<file path="src/rtl/usftx_pkg.sv">
// Package with register map, field layout and timing constants for the frame transmitter
package usftx_pkg;
	localparam int unsigned ADDR_W = 5;
	localparam logic [4:0] OFF_DATA = 5'h00;
	localparam logic [4:0] OFF_CTRL_B = 5'h04;
	localparam logic [4:0] OFF_CTRL_C = 5'h08;
	localparam logic [4:0] OFF_BAUD = 5'h0C;
	localparam logic [4:0] OFF_STATUS = 5'h10;
	// Control B fields
	localparam int unsigned CB_TRANSMIT_ENABLE_BIT = 0;
	localparam int unsigned CB_NINTH = 1;
	localparam int unsigned CB_DBL = 2;
	localparam int unsigned CB_CLKDIR = 3;
	// Control C fields
	localparam int unsigned CC_POL = 0;
	localparam int unsigned CC_SBS = 1;
	localparam int unsigned CC_PM_LO = 2;
	localparam int unsigned CC_CS_LO = 4;
	localparam int unsigned CC_SYNC = 7;
	// Status fields
	localparam int unsigned ST_DRE = 0;
	localparam int unsigned ST_TXC = 1;
	localparam int unsigned ST_FE = 2;
	localparam int unsigned ST_BUSY = 3;
	localparam logic [7:0] CTRL_B_RST = 8'h00;
	localparam logic [7:0] CTRL_C_RST = 8'h30;
	localparam logic [11:0] BAUD_RST = 12'h000;
	localparam logic [2:0] CS_NINE = 3'h7;
	localparam logic [1:0] PM_EVEN = 2'h2;
	localparam logic [1:0] PM_ODD = 2'h3;
	localparam logic [3:0] DIV_NORMAL = 4'hF;
	localparam logic [3:0] DIV_DOUBLE = 4'h7;
	localparam logic [3:0] DIV_SYNC = 4'h1;
	localparam logic [3:0] DATA_BASE = 4'h5;
	localparam logic [1:0] RESP_OKAY = 2'h0;
	localparam logic [1:0] RESP_SLVERR = 2'h2;
	typedef enum logic [2:0] {
		USF_IDLE = 3'b000,
		USF_START = 3'b001,
		USF_DATA = 3'b011,
		USF_PAR = 3'b010,
		USF_STOP = 3'b110,
		USF_STOP2 = 3'b111
	} usftx_state_t;
endpackage : usftx_pkg

</file>
<file path="src/rtl/usftx_top.sv">
// Frame transmitter with shared frame format, synchronous clocking and AXI4-Lite registers
//
// Functional notes
// Sync mode: clock pin is input as slave, driven output as master.
// Input sampled on clock edge opposite to output change edge.
// Polarity clear: output changes on rising edge, sample on falling.
// Polarity set: output changes on falling edge, sample on rising.
// Support 5-9 data bits, none/even/odd parity, one or two stops.
// Start bit first, then data least significant bit first.
// Parity bit after last data bit, before first stop bit.
// Next frame may follow without gap, else line idles high.
// Start bit always low, stop bits always high.
// Idle serial lines rest high.
// One frame format setting shared by transmitter and receiver.
// Receiver ignores second stop; frame error only if first stop low.
// Parity is xor of data bits, inverted for odd.
// Transmit enable takes over serial output pin.
// Sync mode with transmitter enabled uses the clock pin.
// Writing data register fills buffer until shift register accepts it.
// Shift register loads when idle or right after last stop bit.
// Bit rate from baud divisor and double speed, or clock pin.
// Upper data bits ignored for sizes below eight.
// Nine-bit mode sends ninth bit control as ninth data bit.
// Data register empty flag set while buffer can accept.
// Sync mode: clock pin direction selects master or slave.
// External clock synchronised and edge detected, below a quarter clock.
// Size codes 0-3 give five to eight bits, code 7 nine.
// Parity code 00 off, 10 even, 11 odd, 01 reserved.
//
// Added by the designer: the AXI4-Lite register port and the address map.
`timescale 1ns/100ps
module usftx_top (
	// Clock and reset
	input wire logic clk,
	input wire logic rst_n,
	// AXI4-Lite write address
	input wire logic [4:0] s_axi_awaddr,
	input wire logic s_axi_awvalid,
	output logic s_axi_awready,
	// AXI4-Lite write data
	input wire logic [31:0] s_axi_wdata,
	input wire logic [3:0] s_axi_wstrb,
	input wire logic s_axi_wvalid,
	output logic s_axi_wready,
	// AXI4-Lite write response
	output logic [1:0] s_axi_bresp,
	output logic s_axi_bvalid,
	input wire logic s_axi_bready,
	// AXI4-Lite read address
	input wire logic [4:0] s_axi_araddr,
	input wire logic s_axi_arvalid,
	output logic s_axi_arready,
	// AXI4-Lite read data
	output logic [31:0] s_axi_rdata,
	output logic [1:0] s_axi_rresp,
	output logic s_axi_rvalid,
	input wire logic s_axi_rready,
	// Serial pins
	output logic serial_out_pin,
	output logic serial_out_oe_n,
	input wire logic serial_in_pin,
	input wire logic transfer_clock_pin_in,
	output logic transfer_clock_pin_out,
	output logic transfer_clock_pin_oe_n
);

	logic [7:0] control_b_register;
	logic [7:0] control_c_register;
	logic [11:0] baud_divisor;
	logic [8:0] tx_buffer;
	logic buf_full;
	logic tx_complete_flag;
	logic frame_error_flag;
	logic [8:0] shift_data;
	logic [3:0] bit_idx;
	logic [3:0] frame_bits;
	logic par_en;
	logic two_stop;
	logic parity_bit;
	usftx_pkg::usftx_state_t state;
	logic tick;
	logic active;

	wire transmit_enable_bit = control_b_register[usftx_pkg::CB_TRANSMIT_ENABLE_BIT];
	wire ninth_tx_bit = control_b_register[usftx_pkg::CB_NINTH];
	wire double_speed_bit = control_b_register[usftx_pkg::CB_DBL];
	wire clock_pin_direction = control_b_register[usftx_pkg::CB_CLKDIR];
	wire clock_polarity_bit = control_c_register[usftx_pkg::CC_POL];
	wire stop_bit_select = control_c_register[usftx_pkg::CC_SBS];
	wire [1:0] parity_mode_field = control_c_register[usftx_pkg::CC_PM_LO +: 2];
	wire [2:0] char_size_field = control_c_register[usftx_pkg::CC_CS_LO +: 3];
	wire sync_mode_select = control_c_register[usftx_pkg::CC_SYNC];
	wire sync_master = sync_mode_select & clock_pin_direction;
	wire sync_slave = sync_mode_select & ~clock_pin_direction;
	wire data_reg_empty_flag = ~buf_full;

	// Data bit count from size code; reserved codes fall back to eight
	function automatic logic [3:0] data_bits(input logic [2:0] code);
		if (code == usftx_pkg::CS_NINE) begin
			data_bits = 4'h9;
		end else if (code[2]) begin
			data_bits = 4'h8;
		end else begin
			data_bits = usftx_pkg::DATA_BASE + {2'h0, code[1:0]};
		end
	endfunction

	// Mask character to its size
	function automatic logic [8:0] size_mask(input logic [2:0] code);
		size_mask = (9'h1FF >> (4'h9 - data_bits(code)));
	endfunction

	// AXI4-Lite write path: address and data taken in either order
	logic aw_held;
	logic w_held;
	logic [4:0] aw_addr;
	logic [31:0] w_data;
	logic [3:0] w_strb;
	assign s_axi_awready = ~aw_held & ~s_axi_bvalid;
	assign s_axi_wready = ~w_held & ~s_axi_bvalid;
	wire aw_now = aw_held | s_axi_awvalid;
	wire w_now = w_held | s_axi_wvalid;
	wire [4:0] wr_addr = aw_held ? aw_addr : s_axi_awaddr;
	wire [31:0] wr_data = w_held ? w_data : s_axi_wdata;
	wire [3:0] wr_strb = w_held ? w_strb : s_axi_wstrb;
	wire wr_fire = aw_now & w_now & ~s_axi_bvalid;
	wire wr_lane0 = wr_fire & wr_strb[0];

	always_ff @(posedge clk or negedge rst_n) begin
		if (!rst_n) begin
			aw_held <= 1'b0;
			w_held <= 1'b0;
			aw_addr <= 5'h00;
			w_data <= 32'h0000_0000;
			w_strb <= 4'h0;
		end else begin
			if (s_axi_awvalid & s_axi_awready & ~wr_fire) begin
				aw_held <= 1'b1;
				aw_addr <= s_axi_awaddr;
			end else if (wr_fire) begin
				aw_held <= 1'b0;
			end
			if (s_axi_wvalid & s_axi_wready & ~wr_fire) begin
				w_held <= 1'b1;
				w_data <= s_axi_wdata;
				w_strb <= s_axi_wstrb;
			end else if (wr_fire) begin
				w_held <= 1'b0;
			end
		end
	end

	function automatic logic mapped(input logic [4:0] a);
		mapped = (a == usftx_pkg::OFF_DATA) | (a == usftx_pkg::OFF_CTRL_B) |
			(a == usftx_pkg::OFF_CTRL_C) | (a == usftx_pkg::OFF_BAUD) |
			(a == usftx_pkg::OFF_STATUS);
	endfunction

	always_ff @(posedge clk or negedge rst_n) begin
		if (!rst_n) begin
			s_axi_bvalid <= 1'b0;
			s_axi_bresp <= usftx_pkg::RESP_OKAY;
		end else if (wr_fire) begin
			s_axi_bvalid <= 1'b1;
			s_axi_bresp <= mapped(wr_addr) ? usftx_pkg::RESP_OKAY : usftx_pkg::RESP_SLVERR;
		end else if (s_axi_bready) begin
			s_axi_bvalid <= 1'b0;
		end
	end

	// Control registers; one format register serves both directions
	always_ff @(posedge clk or negedge rst_n) begin
		if (!rst_n) begin
			control_b_register <= usftx_pkg::CTRL_B_RST;
			control_c_register <= usftx_pkg::CTRL_C_RST;
			baud_divisor <= usftx_pkg::BAUD_RST;
		end else begin
			if (wr_lane0 && wr_addr == usftx_pkg::OFF_CTRL_B) begin
				control_b_register <= wr_data[7:0];
			end
			if (wr_lane0 && wr_addr == usftx_pkg::OFF_CTRL_C) begin
				control_c_register <= wr_data[7:0];
			end
			if (wr_fire && wr_addr == usftx_pkg::OFF_BAUD) begin
				if (wr_strb[0]) begin
					baud_divisor[7:0] <= wr_data[7:0];
				end
				if (wr_strb[1]) begin
					baud_divisor[11:8] <= wr_data[11:8];
				end
			end
		end
	end

	// Transmit buffer and hand-off to shift register
	wire data_write = wr_lane0 && wr_addr == usftx_pkg::OFF_DATA;
	wire last_stop_done = tick & ((state == usftx_pkg::USF_STOP & ~two_stop) |
		state == usftx_pkg::USF_STOP2);
	// Sync frames start on a change edge so the start bit spans a sample edge
	wire load = buf_full & transmit_enable_bit & (last_stop_done |
		(state == usftx_pkg::USF_IDLE & (~sync_mode_select | tick)));
	wire async_load = load & ~sync_mode_select;

	always_ff @(posedge clk or negedge rst_n) begin
		if (!rst_n) begin
			buf_full <= 1'b0;
			tx_buffer <= 9'h000;
		end else if (data_write & ~buf_full) begin
			buf_full <= 1'b1;
			tx_buffer <= {ninth_tx_bit, wr_data[7:0]} & size_mask(char_size_field);
		end else if (load) begin
			buf_full <= 1'b0;
		end
	end

	// External clock: two-stage synchroniser then edge detector
	logic xck_s1;
	logic xck_s2;
	logic xck_d;
	logic rxd_s1;
	logic rxd_s2;
	always_ff @(posedge clk or negedge rst_n) begin
		if (!rst_n) begin
			xck_s1 <= 1'b0;
			xck_s2 <= 1'b0;
			xck_d <= 1'b0;
			rxd_s1 <= 1'b1;
			rxd_s2 <= 1'b1;
		end else begin
			xck_s1 <= transfer_clock_pin_in;
			xck_s2 <= xck_s1;
			xck_d <= xck_s2;
			rxd_s1 <= serial_in_pin;
			rxd_s2 <= rxd_s1;
		end
	end
	wire ext_rise = xck_s2 & ~xck_d;
	wire ext_fall = ~xck_s2 & xck_d;

	// Baud generator and bit-phase divider
	logic [11:0] baud_cnt;
	logic [3:0] phase;
	logic xck_out;
	wire baud_pulse = (baud_cnt == 12'h000);
	wire [3:0] phase_top = sync_mode_select ? usftx_pkg::DIV_SYNC :
		(double_speed_bit ? usftx_pkg::DIV_DOUBLE : usftx_pkg::DIV_NORMAL);
	always_ff @(posedge clk or negedge rst_n) begin
		if (!rst_n) begin
			baud_cnt <= usftx_pkg::BAUD_RST;
			phase <= 4'h0;
			xck_out <= 1'b0;
		end else begin
			if (baud_pulse || async_load || (wr_lane0 && wr_addr == usftx_pkg::OFF_BAUD)) begin
				baud_cnt <= baud_divisor;
			end else begin
				baud_cnt <= baud_cnt - 12'h001;
			end
			// Restart bit timing at load so the start bit lasts a full bit
			if (async_load) begin
				phase <= 4'h0;
			end else if (baud_pulse) begin
				phase <= (phase >= phase_top) ? 4'h0 : phase + 4'h1;
			end
			if (baud_pulse & sync_master) begin
				xck_out <= ~xck_out;
			end
		end
	end
	// Internal clock edges in master mode, pin edges in slave mode
	wire int_rise = sync_master & baud_pulse & ~xck_out;
	wire int_fall = sync_master & baud_pulse & xck_out;
	wire clk_rise = sync_slave ? ext_rise : int_rise;
	wire clk_fall = sync_slave ? ext_fall : int_fall;
	wire change_edge = clock_polarity_bit ? clk_fall : clk_rise;
	wire sample_edge = clock_polarity_bit ? clk_rise : clk_fall;
	assign tick = sync_mode_select ? change_edge : (baud_pulse & phase == phase_top);

	// Frame sequencer
	always_ff @(posedge clk or negedge rst_n) begin
		if (!rst_n) begin
			state <= usftx_pkg::USF_IDLE;
			shift_data <= 9'h000;
			bit_idx <= 4'h0;
			frame_bits <= 4'h8;
			par_en <= 1'b0;
			two_stop <= 1'b0;
			parity_bit <= 1'b0;
		end else if (load) begin
			state <= usftx_pkg::USF_START;
			shift_data <= tx_buffer;
			bit_idx <= 4'h0;
			frame_bits <= data_bits(char_size_field);
			par_en <= parity_mode_field[1];
			two_stop <= stop_bit_select;
			parity_bit <= (^tx_buffer) ^ (parity_mode_field == usftx_pkg::PM_ODD);
		end else if (tick) begin
			unique case (state)
				usftx_pkg::USF_IDLE: state <= usftx_pkg::USF_IDLE;
				usftx_pkg::USF_START: state <= usftx_pkg::USF_DATA;
				usftx_pkg::USF_DATA: begin
					shift_data <= {1'b0, shift_data[8:1]};
					bit_idx <= bit_idx + 4'h1;
					if (bit_idx == frame_bits - 4'h1) begin
						state <= par_en ? usftx_pkg::USF_PAR : usftx_pkg::USF_STOP;
					end
				end
				usftx_pkg::USF_PAR: state <= usftx_pkg::USF_STOP;
				usftx_pkg::USF_STOP: state <= two_stop ? usftx_pkg::USF_STOP2 : usftx_pkg::USF_IDLE;
				usftx_pkg::USF_STOP2: state <= usftx_pkg::USF_IDLE;
				default: state <= usftx_pkg::USF_IDLE;
			endcase
		end
	end
	assign active = (state != usftx_pkg::USF_IDLE);

	// Serial output bit
	always_ff @(posedge clk or negedge rst_n) begin
		if (!rst_n) begin
			serial_out_pin <= 1'b1;
		end else begin
			unique case (state)
				usftx_pkg::USF_START: serial_out_pin <= 1'b0;
				usftx_pkg::USF_DATA: serial_out_pin <= shift_data[0];
				usftx_pkg::USF_PAR: serial_out_pin <= parity_bit;
				default: serial_out_pin <= 1'b1;
			endcase
		end
	end

	// Pin takeover: output held while enabled or while data remains
	assign serial_out_oe_n = ~(transmit_enable_bit | active | buf_full);
	assign transfer_clock_pin_out = sync_master ? xck_out : 1'b0;
	assign transfer_clock_pin_oe_n = ~(sync_master & transmit_enable_bit);

	// Transmit complete and receiver-side first-stop check of the input line
	logic [3:0] rx_cnt;
	logic rx_busy;
	wire [3:0] rx_stop_pos = data_bits(char_size_field) + {3'h0, parity_mode_field[1]};
	always_ff @(posedge clk or negedge rst_n) begin
		if (!rst_n) begin
			tx_complete_flag <= 1'b0;
			frame_error_flag <= 1'b0;
			rx_cnt <= 4'h0;
			rx_busy <= 1'b0;
		end else begin
			if (last_stop_done & ~buf_full) begin
				tx_complete_flag <= 1'b1;
			end else if (wr_lane0 && wr_addr == usftx_pkg::OFF_STATUS &&
				wr_data[usftx_pkg::ST_TXC]) begin
				tx_complete_flag <= 1'b0;
			end
			if (sync_mode_select & sample_edge) begin
				if (!rx_busy) begin
					rx_busy <= ~rxd_s2;
					rx_cnt <= 4'h0;
				end else if (rx_cnt == rx_stop_pos) begin
					rx_busy <= 1'b0;
					frame_error_flag <= ~rxd_s2;
				end else begin
					rx_cnt <= rx_cnt + 4'h1;
				end
			end
		end
	end

	// AXI4-Lite read path
	logic [31:0] rd_word;
	always_comb begin
		rd_word = 32'h0000_0000;
		unique case (s_axi_araddr)
			usftx_pkg::OFF_CTRL_B: rd_word = {24'h000000, control_b_register};
			usftx_pkg::OFF_CTRL_C: rd_word = {24'h000000, control_c_register};
			usftx_pkg::OFF_BAUD: rd_word = {20'h00000, baud_divisor};
			usftx_pkg::OFF_STATUS: rd_word = {28'h0000000, active, frame_error_flag,
				tx_complete_flag, data_reg_empty_flag};
			default: rd_word = 32'h0000_0000;
		endcase
	end
	assign s_axi_arready = ~s_axi_rvalid;
	always_ff @(posedge clk or negedge rst_n) begin
		if (!rst_n) begin
			s_axi_rvalid <= 1'b0;
			s_axi_rdata <= 32'h0000_0000;
			s_axi_rresp <= usftx_pkg::RESP_OKAY;
		end else if (s_axi_arvalid & s_axi_arready) begin
			s_axi_rvalid <= 1'b1;
			s_axi_rdata <= rd_word;
			s_axi_rresp <= mapped(s_axi_araddr) ? usftx_pkg::RESP_OKAY : usftx_pkg::RESP_SLVERR;
		end else if (s_axi_rready) begin
			s_axi_rvalid <= 1'b0;
		end
	end

endmodule // usftx_top
</file>
<file path="config.mk">
export PLATFORM = sky130hd
export DESIGN_NAME = usftx_top
export DESIGN_NICKNAME = d
export VERILOG_FILES = /design/src/rtl/usftx_pkg.sv /design/src/rtl/usftx_top.sv
export SDC_FILE = /design/constraint.sdc
export NUM_CORES = 1
export LEC_CHECK = 0
export BUFFER_PORTS_ARGS = -buffer_cell sky130_fd_sc_hd__buf_2
export CORE_ASPECT_RATIO = 1.1
export CORE_UTILIZATION = 45
export DETAILED_ROUTE_END_ITERATION = 8
export PLACE_DENSITY = 0.65
export RECOVER_POWER = 100
export SLEW_MARGIN = 25
export SYNTH_ARGS = -nofsm -noshare
export SYNTH_HDL_FRONTEND = slang
export SYNTH_SLANG_ARGS = --single-unit
</file>
<file path="constraint.sdc">
create_clock -name clk -period 4 [get_ports clk]
set_input_delay 1.2 -clock clk [delete_from_list [all_inputs] [get_ports clk]]
set_output_delay 1.2 -clock clk [all_outputs]
set_load 0.01 [all_outputs]
</file>
==> impl_metrics.ini, run 1 <==
[floorplan]
floorplan.initialDensity = 0.4595
die_w_um = 117.3
boundaryPins = 100
die_h_um = 128.9
die_area_um2 = 15120
floorplan.rows = 46
core-area_um2 = 14330

[clock_tree]
clock_pin_slew_worst_setup_and_hold_paths_ps = 60
clk-insertion-delay-late_ps = 420
ctsHoldBuffers = 0
tritoncts_clock_tree = built
clock_tree.buffer_depth = 2
cts_inserted_buffers = 17
cts_sinks = 128
postCtsSetupRepairBufs = 0
clk_root_buffer_cell = sky130_fd_sc_hd__clkbuf_16
cts_repair_resize_count = 0
clock_tree.htree_level_count = 4

[critical_path]
cp_cell_sequence = clkbuf_1, or3_4, a2111oi_0, nand2_2, or3_1, a2111oi_4, a21o_1
timing.critical_path.slowest_stage_cell = sky130_fd_sc_hd__a2111oi_0
crit_required_ps = 4360
worst-r2r-setup-slack_ps = 750
critical_path_maximum_fanout = 19
crit_startpoint = s_axi_awaddr[0]
path_delay_family = compound AO/OA/AOI/OAI gates
crit_path_end = tx_buffer[4]
cp-start-kind = primary input
cpPeakStageDelay_ps = 850
critical_path_class = primary input to register
reg2regPathDepth = 6
cp_data_arrival_time_ps = 3790
endpoint_kind = register
timing.critical_path.depth = 7
critical_path.reg2reg.startpoint = w_held
capturing_point_of_the_worst_reg2reg_path = tx_buffer[4]
timing.critical_path.buf_inv = 1

[timing]
layout_min_cycle_time_ps = 3428
hold-worst-slack_ps = 356.2
tightest_slew_ps = 1622
setup_viol_count_final = 0
max_clock_freq_mhz = 291.8
report.final.hold_viol_count = 0
setup_total_negative_slack_ps = 0
final.period_utilization = 0.8569
setup_repair_after_global_routing_missed_its_margin = no
finalClockSkew_ps = 11.91
timing_max_transition_violations_final = 61
max_slew_margin = -0.08143

[placed_design]
port_buffers = 55
post-dp-hpwl_um = 10090
placed_cells_incl_taps = 865
dpl-instance-area_um2 = 6943
place_congestion = 0.8211

[global_route]
global_route.usage.total = 0.1991
grt_first_pass_wirelength_um = 23490
gr-total-overflow = 0
pin_count_of_the_biggest_net_entering_global_routing = 69
first_global_vias = 4757
grt_antenna_before_repair = 0

[synthesis]
netlist_area_um2 = 6585
yosys.cell_types.count = 60
synth_top_cell_area_share = 0.4636
synth-warning-count = 0
syn_inst = 641
post_synth_arst_share = 1.000
seq_area_frac_synth = 0.4876
ys_ff_latch = 128
synthFlopType = sky130_fd_sc_hd__dfrtp_1
synth_area_leader_cell = sky130_fd_sc_hd__dfrtp_1
syn-mean-instance-area_um2 = 10.27
synth.top_cells.by_area = sky130_fd_sc_hd__dfrtp_1 (46%), sky130_fd_sc_hd__mux2_2 (7.2%), sky130_fd_sc_hd__nand2_1 (4.4%), sky130_fd_sc_hd__o21ai_0 (4.2%), sky130_fd_sc_hd__mux2i_1 (3.3%)
synth-edff-count = 0

[drt]
first_iter_violations = 325
antenna_left = 0
route.final.wire_length_um = 14240
drt-wirelength-per-cell_um = 15.89
viasPerCell = 5.369
first_pass_iters = 4
detailroute.via_count = 4811
route.detailed.drc = 0

[cells_and_area]
leading_cell_types_in_the_layout_fill_and_taps_excluded = sky130_fd_sc_hd__dfrtp_1 (122), sky130_fd_sc_hd__nand2_1 (77), sky130_fd_sc_hd__o21ai_0 (55)
design_area_um2 = 7480
post_route_cells_drive_above_1_share = 0.1591
final_common_cell = sky130_fd_sc_hd__dfrtp_1
synthToLayoutAreaGrowth_pct = 13.59
final_nets = 764
antenna-diode-count = 0
finalNonFillerCells = 896

[power_and_ir_drop]
vdd.ir_drop.worst_mv = 0.3313
power_density_nw_per_um2 = 694.1
power.static_leakage_nw = 3.436

[hold_path]
hold_path_depth = 0
path_class_of_the_lowest_slack_min_delay_path = register to register

[outcome]
violated_checks = max-capacitance violations, max-slew violations
status = complete, but fails checks

[flow_run]
maxCapViolations = 1
## sequential cells by signal, indices dropped and copies added, names as in the netlist, 5 cells and up
name / flops
baud_divisor: 12
aw_addr: 5
s_axi_rdata: 12
control_c_register: 8
control_b_register: 8
shift_data: 9
baud_cnt: 12
w_data: 12
tx_buffer: 9
## worst reg2reg max path, delay by kind of cell (launching register included)
kind / cells / cell delay, ps
compound gates: 3 / 1370
flops: 1 / 850
mux: 1 / 190
simple gates: 2 / 770
## stage by stage
stage          power [W]  utilization  setup slack (ps)
2_1_floorplan   0.003196            -             995.2
3_3_place_gp    0.003538       0.4845             596.8
3_5_place_dp    0.003623       0.4845             579.1
4_1_cts         0.005256       0.5272             921.0
5_1_grt         0.005516       0.5219             394.3
6_report        0.005192       0.5219             572.4
## cells by family after synthesis
family          count (synthesis)  synth area share
flops                         128            0.4876
simple gates                  195            0.1427
buf+inv                        66           0.05301
other cells                     1         0.0005695
mux                            64            0.1053
fa+ha+maj                      17           0.03230
compound gates                137            0.1347
xor+xnor                       33           0.04389
## per-layer routing
layer / global-route usage / part of all wire / routed length, um / vias to the layer above
met3: 0.05275 / 0.049 / 702 / 23
met2: 0.3241 / 0.48 / 6765 / 118
met4: 0.07792 / 0.017 / 249 / 0
met1: 0.2544 / 0.46 / 6523 / 2362
met5: 0 / 0 / 0 / -
li1: - / - / - / 2308
## cell type report
type,count,area (um^2)
fill,1317,6852
timing repair buffer,59,274.0
inverter,18,67.56
multi-input combinational,468,3074
tap,192,240.2
clock inverter,10,162.7
sequential,128,3211
clock buffer,21,450.4
## cells in the mapped netlist (all sizes together) (4+ instances only)
| cell type | number |
|---|---|
| o211ai | 4 |
| mux2 | 42 |
| clkbuf | 20 |
| ha | 17 |
| nor2b | 6 |
| nand3 | 12 |
| inv | 18 |
| or3 | 5 |
| a22oi | 6 |
| mux2i | 22 |
| nor4 | 4 |
| and3 | 4 |
| dfrtp | 122 |
| xnor2 | 15 |
| nor3b | 5 |
| nand3b | 7 |
| xor2 | 18 |
| nand2 | 78 |
| nor2 | 45 |
| a22o | 4 |
| a21oi | 33 |
| nor3 | 9 |
| o31ai | 9 |
| buf | 28 |
| nand2b | 5 |
| dfstp | 6 |
| o21ai | 55 |
| a21o | 6 |
## worst min path at each step
| stage | slack (ps) | endpoint | start |
|---|---|---|---|
| 6_report | 360 | rxd_s2 | rxd_s1 |
| 5_1_grt | 360 | rxd_s2 | rxd_s1 |
| 4_1_cts | 360 | rxd_s2 | rxd_s1 |
| 3_5_place_dp | 340 | xck_s2 | xck_s1 |
| 3_3_place_gp | 350 | rxd_s2 | rxd_s1 |
| 2_1_floorplan | 330 | xck_s2 | xck_s1 |
## power by group
| part | total [W] | internal (W) | switching [W] | leakage [nW] |
|---|---|---|---|---|
| sequential | 0.00214 | 0.00171 | 0.000438 | 1.64 |
| clock | 0.00161 | 0.00105 | 0.000555 | 0.281 |
| combinational | 0.00144 | 0.000679 | 0.000761 | 1.52 |
(Power assumes the default switching activity.)
==> inputs of run 2 (changes only) <==
- CORE_UTILIZATION: 45 -> 60
- PLACE_DENSITY: 0.65 -> 0.83
==> run 2 against run 1 <==
Effect of this change: the run still ends with max-capacitance violations, max-slew violations left; first-iteration DRC count rose by 12%; cell count shrank 5.1%; clock-buffer cell count up 1; combinational power about the same; power is 2.8% higher; wire length rose by 2.9%; flip-flop and latch count is the same; die area down 25%; clock power is 6% higher; non-clock buffer count is 1 higher; global-route usage rose by 8.2 points; cell area is 0.28% lower; critical path type is now register to register; critical endpoint is now rx_cnt[3]; largest power group unchanged.
==> impl_metrics.ini, run 2 (synthesis gave the netlist of run 1 again) <==
[timing]
tightest_slew_ps = 2062
setup_viol_count_final = 0
final.period_utilization = 0.8339
setup_total_negative_slack_ps = 0
finalClockSkew_ps = 10.58
report.final.hold_viol_count = 0
layout_min_cycle_time_ps = 3336
max_slew_margin = -0.3749
max_clock_freq_mhz = 299.8
timing_max_transition_violations_final = 38
setup_repair_after_global_routing_missed_its_margin = no

[power_and_ir_drop]
p_clk_frac = 0.321
pwr-share-seq = 0.403
power.share.switching = 0.3366
power.switching_w = 0.001796
vdd.ir_drop.worst_mv = 0.5199
power_density_nw_per_um2 = 715.2
design_power_total_w = 0.005335
power.static_leakage_nw = 3.475
share_comb_of_total_power = 0.276
p_int_w = 0.003539

[drt]
route.final.wire_length_um = 14650
route.detailed.drc = 0
viasPerCell = 5.924
antenna_left = 0
first_iter_violations = 364
detailroute.via_count = 5035
first_pass_iters = 7
drt-wirelength-per-cell_um = 17.24

[outcome]
status = complete, but fails checks
violated_checks = max-capacitance violations, max-slew violations

[cells_and_area]
synthToLayoutAreaGrowth_pct = 13.26
num-fill-cells = 778
post_route_cells_drive_above_1_share = 0.1615
leading_cell_types_in_the_layout_fill_and_taps_excluded = sky130_fd_sc_hd__dfrtp_1 (122), sky130_fd_sc_hd__nand2_1 (77), sky130_fd_sc_hd__o21ai_0 (55)
final_common_cell = sky130_fd_sc_hd__dfrtp_1
final_nets = 765

[critical_path]
cp_data_arrival_time_ps = 3690
critical_path_maximum_fanout = 14
critical_path.reg2reg.startpoint = baud_cnt[7]
crit_startpoint = baud_cnt[7]
cp-start-kind = register
endpoint_kind = register
critical_path_class = register to register
crit_required_ps = 4350

[floorplan]
die_h_um = 111.9
die_area_um2 = 11400
floorplan.rows = 39
floorplan.initialDensity = 0.6248
core-area_um2 = 10540
boundaryPins = 100
die_w_um = 101.9

[clock_tree]
clock_tree.htree_level_count = 4
clock_tree.buffer_depth = 2
clk_root_buffer_cell = sky130_fd_sc_hd__clkbuf_16
clock_pin_slew_worst_setup_and_hold_paths_ps = 50
ctsHoldBuffers = 0
cts_inserted_buffers = 17
tritoncts_clock_tree = built
postCtsSetupRepairBufs = 0
cts_sinks = 128
cts_repair_resize_count = 0
clk-insertion-delay-late_ps = 420

[placed_design]
place_congestion = 0.8431
post-dp-hpwl_um = 9906
port_buffers = 55

[global_route]
pin_count_of_the_biggest_net_entering_global_routing = 92
global_route.usage.total = 0.2809
gr-total-overflow = 0
grt_antenna_before_repair = 0
grt_first_pass_wirelength_um = 24380
first_global_vias = 5125

[hold_path]
path_class_of_the_lowest_slack_min_delay_path = register to register
min-delay-start = xck_s1

[flow_run]
maxCapViolations = 1
## run 2: cell count changes in the layout (fill, tap and decap cells not counted), sizes merged
cell and change:
clkinv +3, clkinvlp -4, diode +1, buf +2, bufinv +1
## run 2: worst paths after layout
path                       slack [ps]   endpoint  cells past startpoint
max                               660  rx_cnt[3]                      7
min                               350     xck_s2                      0
max reg2reg                       660  rx_cnt[3]                      7
min reg2reg                       350     xck_s2                      0
max in group asynchronous        1320     rxd_s1                      2
min in group asynchronous        1380   phase[2]                      1
## run 2: critical path: stages (launching register included)
cell                       delay, ps
sky130_fd_sc_hd__dfrtp_1         400
sky130_fd_sc_hd__nor4_1          510
sky130_fd_sc_hd__nand4_1         220
sky130_fd_sc_hd__clkbuf_1        340
sky130_fd_sc_hd__o31ai_1         840
sky130_fd_sc_hd__nand2b_1        330
sky130_fd_sc_hd__or4b_1          540
sky130_fd_sc_hd__nand3_1          90
## run 2: routing by layer
metal	wire [um]	vias to the layer above	global-route usage
li1	-	2308	-
met1	5932	2444	0.3417
met2	7258	234	0.4617
met3	979	49	0.07282
met4	482	0	0.1352
met5	0	-	0
## run 2: power by group through the flow
stage | Clock (W) | Combinational (W) | Sequential (W)
2_1_floorplan | 0 | 0.00123 | 0.00197
3_3_place_gp | 0 | 0.00139 | 0.00212
3_5_place_dp | 0 | 0.00148 | 0.00215
4_1_cts | 0.00172 | 0.00151 | 0.00214
5_1_grt | 0.00177 | 0.00163 | 0.00220
6_report | 0.00171 | 0.00147 | 0.00215
## run 2: layout make-up
class,instances,area (um^2),share of cell area
diodes,1,2.502,0.0003355
clock buffers,22,474.2,0.06358
clock inverters,10,181.4,0.02432
inverters,18,67.56,0.009059
multi-input cells,468,3064,0.4108
flip-flops and latches,128,3211,0.4305
well taps,143,178.9,0.02399
repair buffers,60,279.0,0.03741
## run 2: stage by stage
stage	hold WS, ps	std cells	setup WS (ps)	cell area [um^2]	util
after floorplan	331.2	662	995.2	6664	-
after global placement	341.1	817	623.2	6889	0.6536
after CTS	351.8	849	973.6	7545	0.7158
after global routing	363.2	849	461.8	7456	0.7074
final	350.3	850	664.4	7458	0.7076
after detailed placement	340.5	817	573.0	6889	0.6536
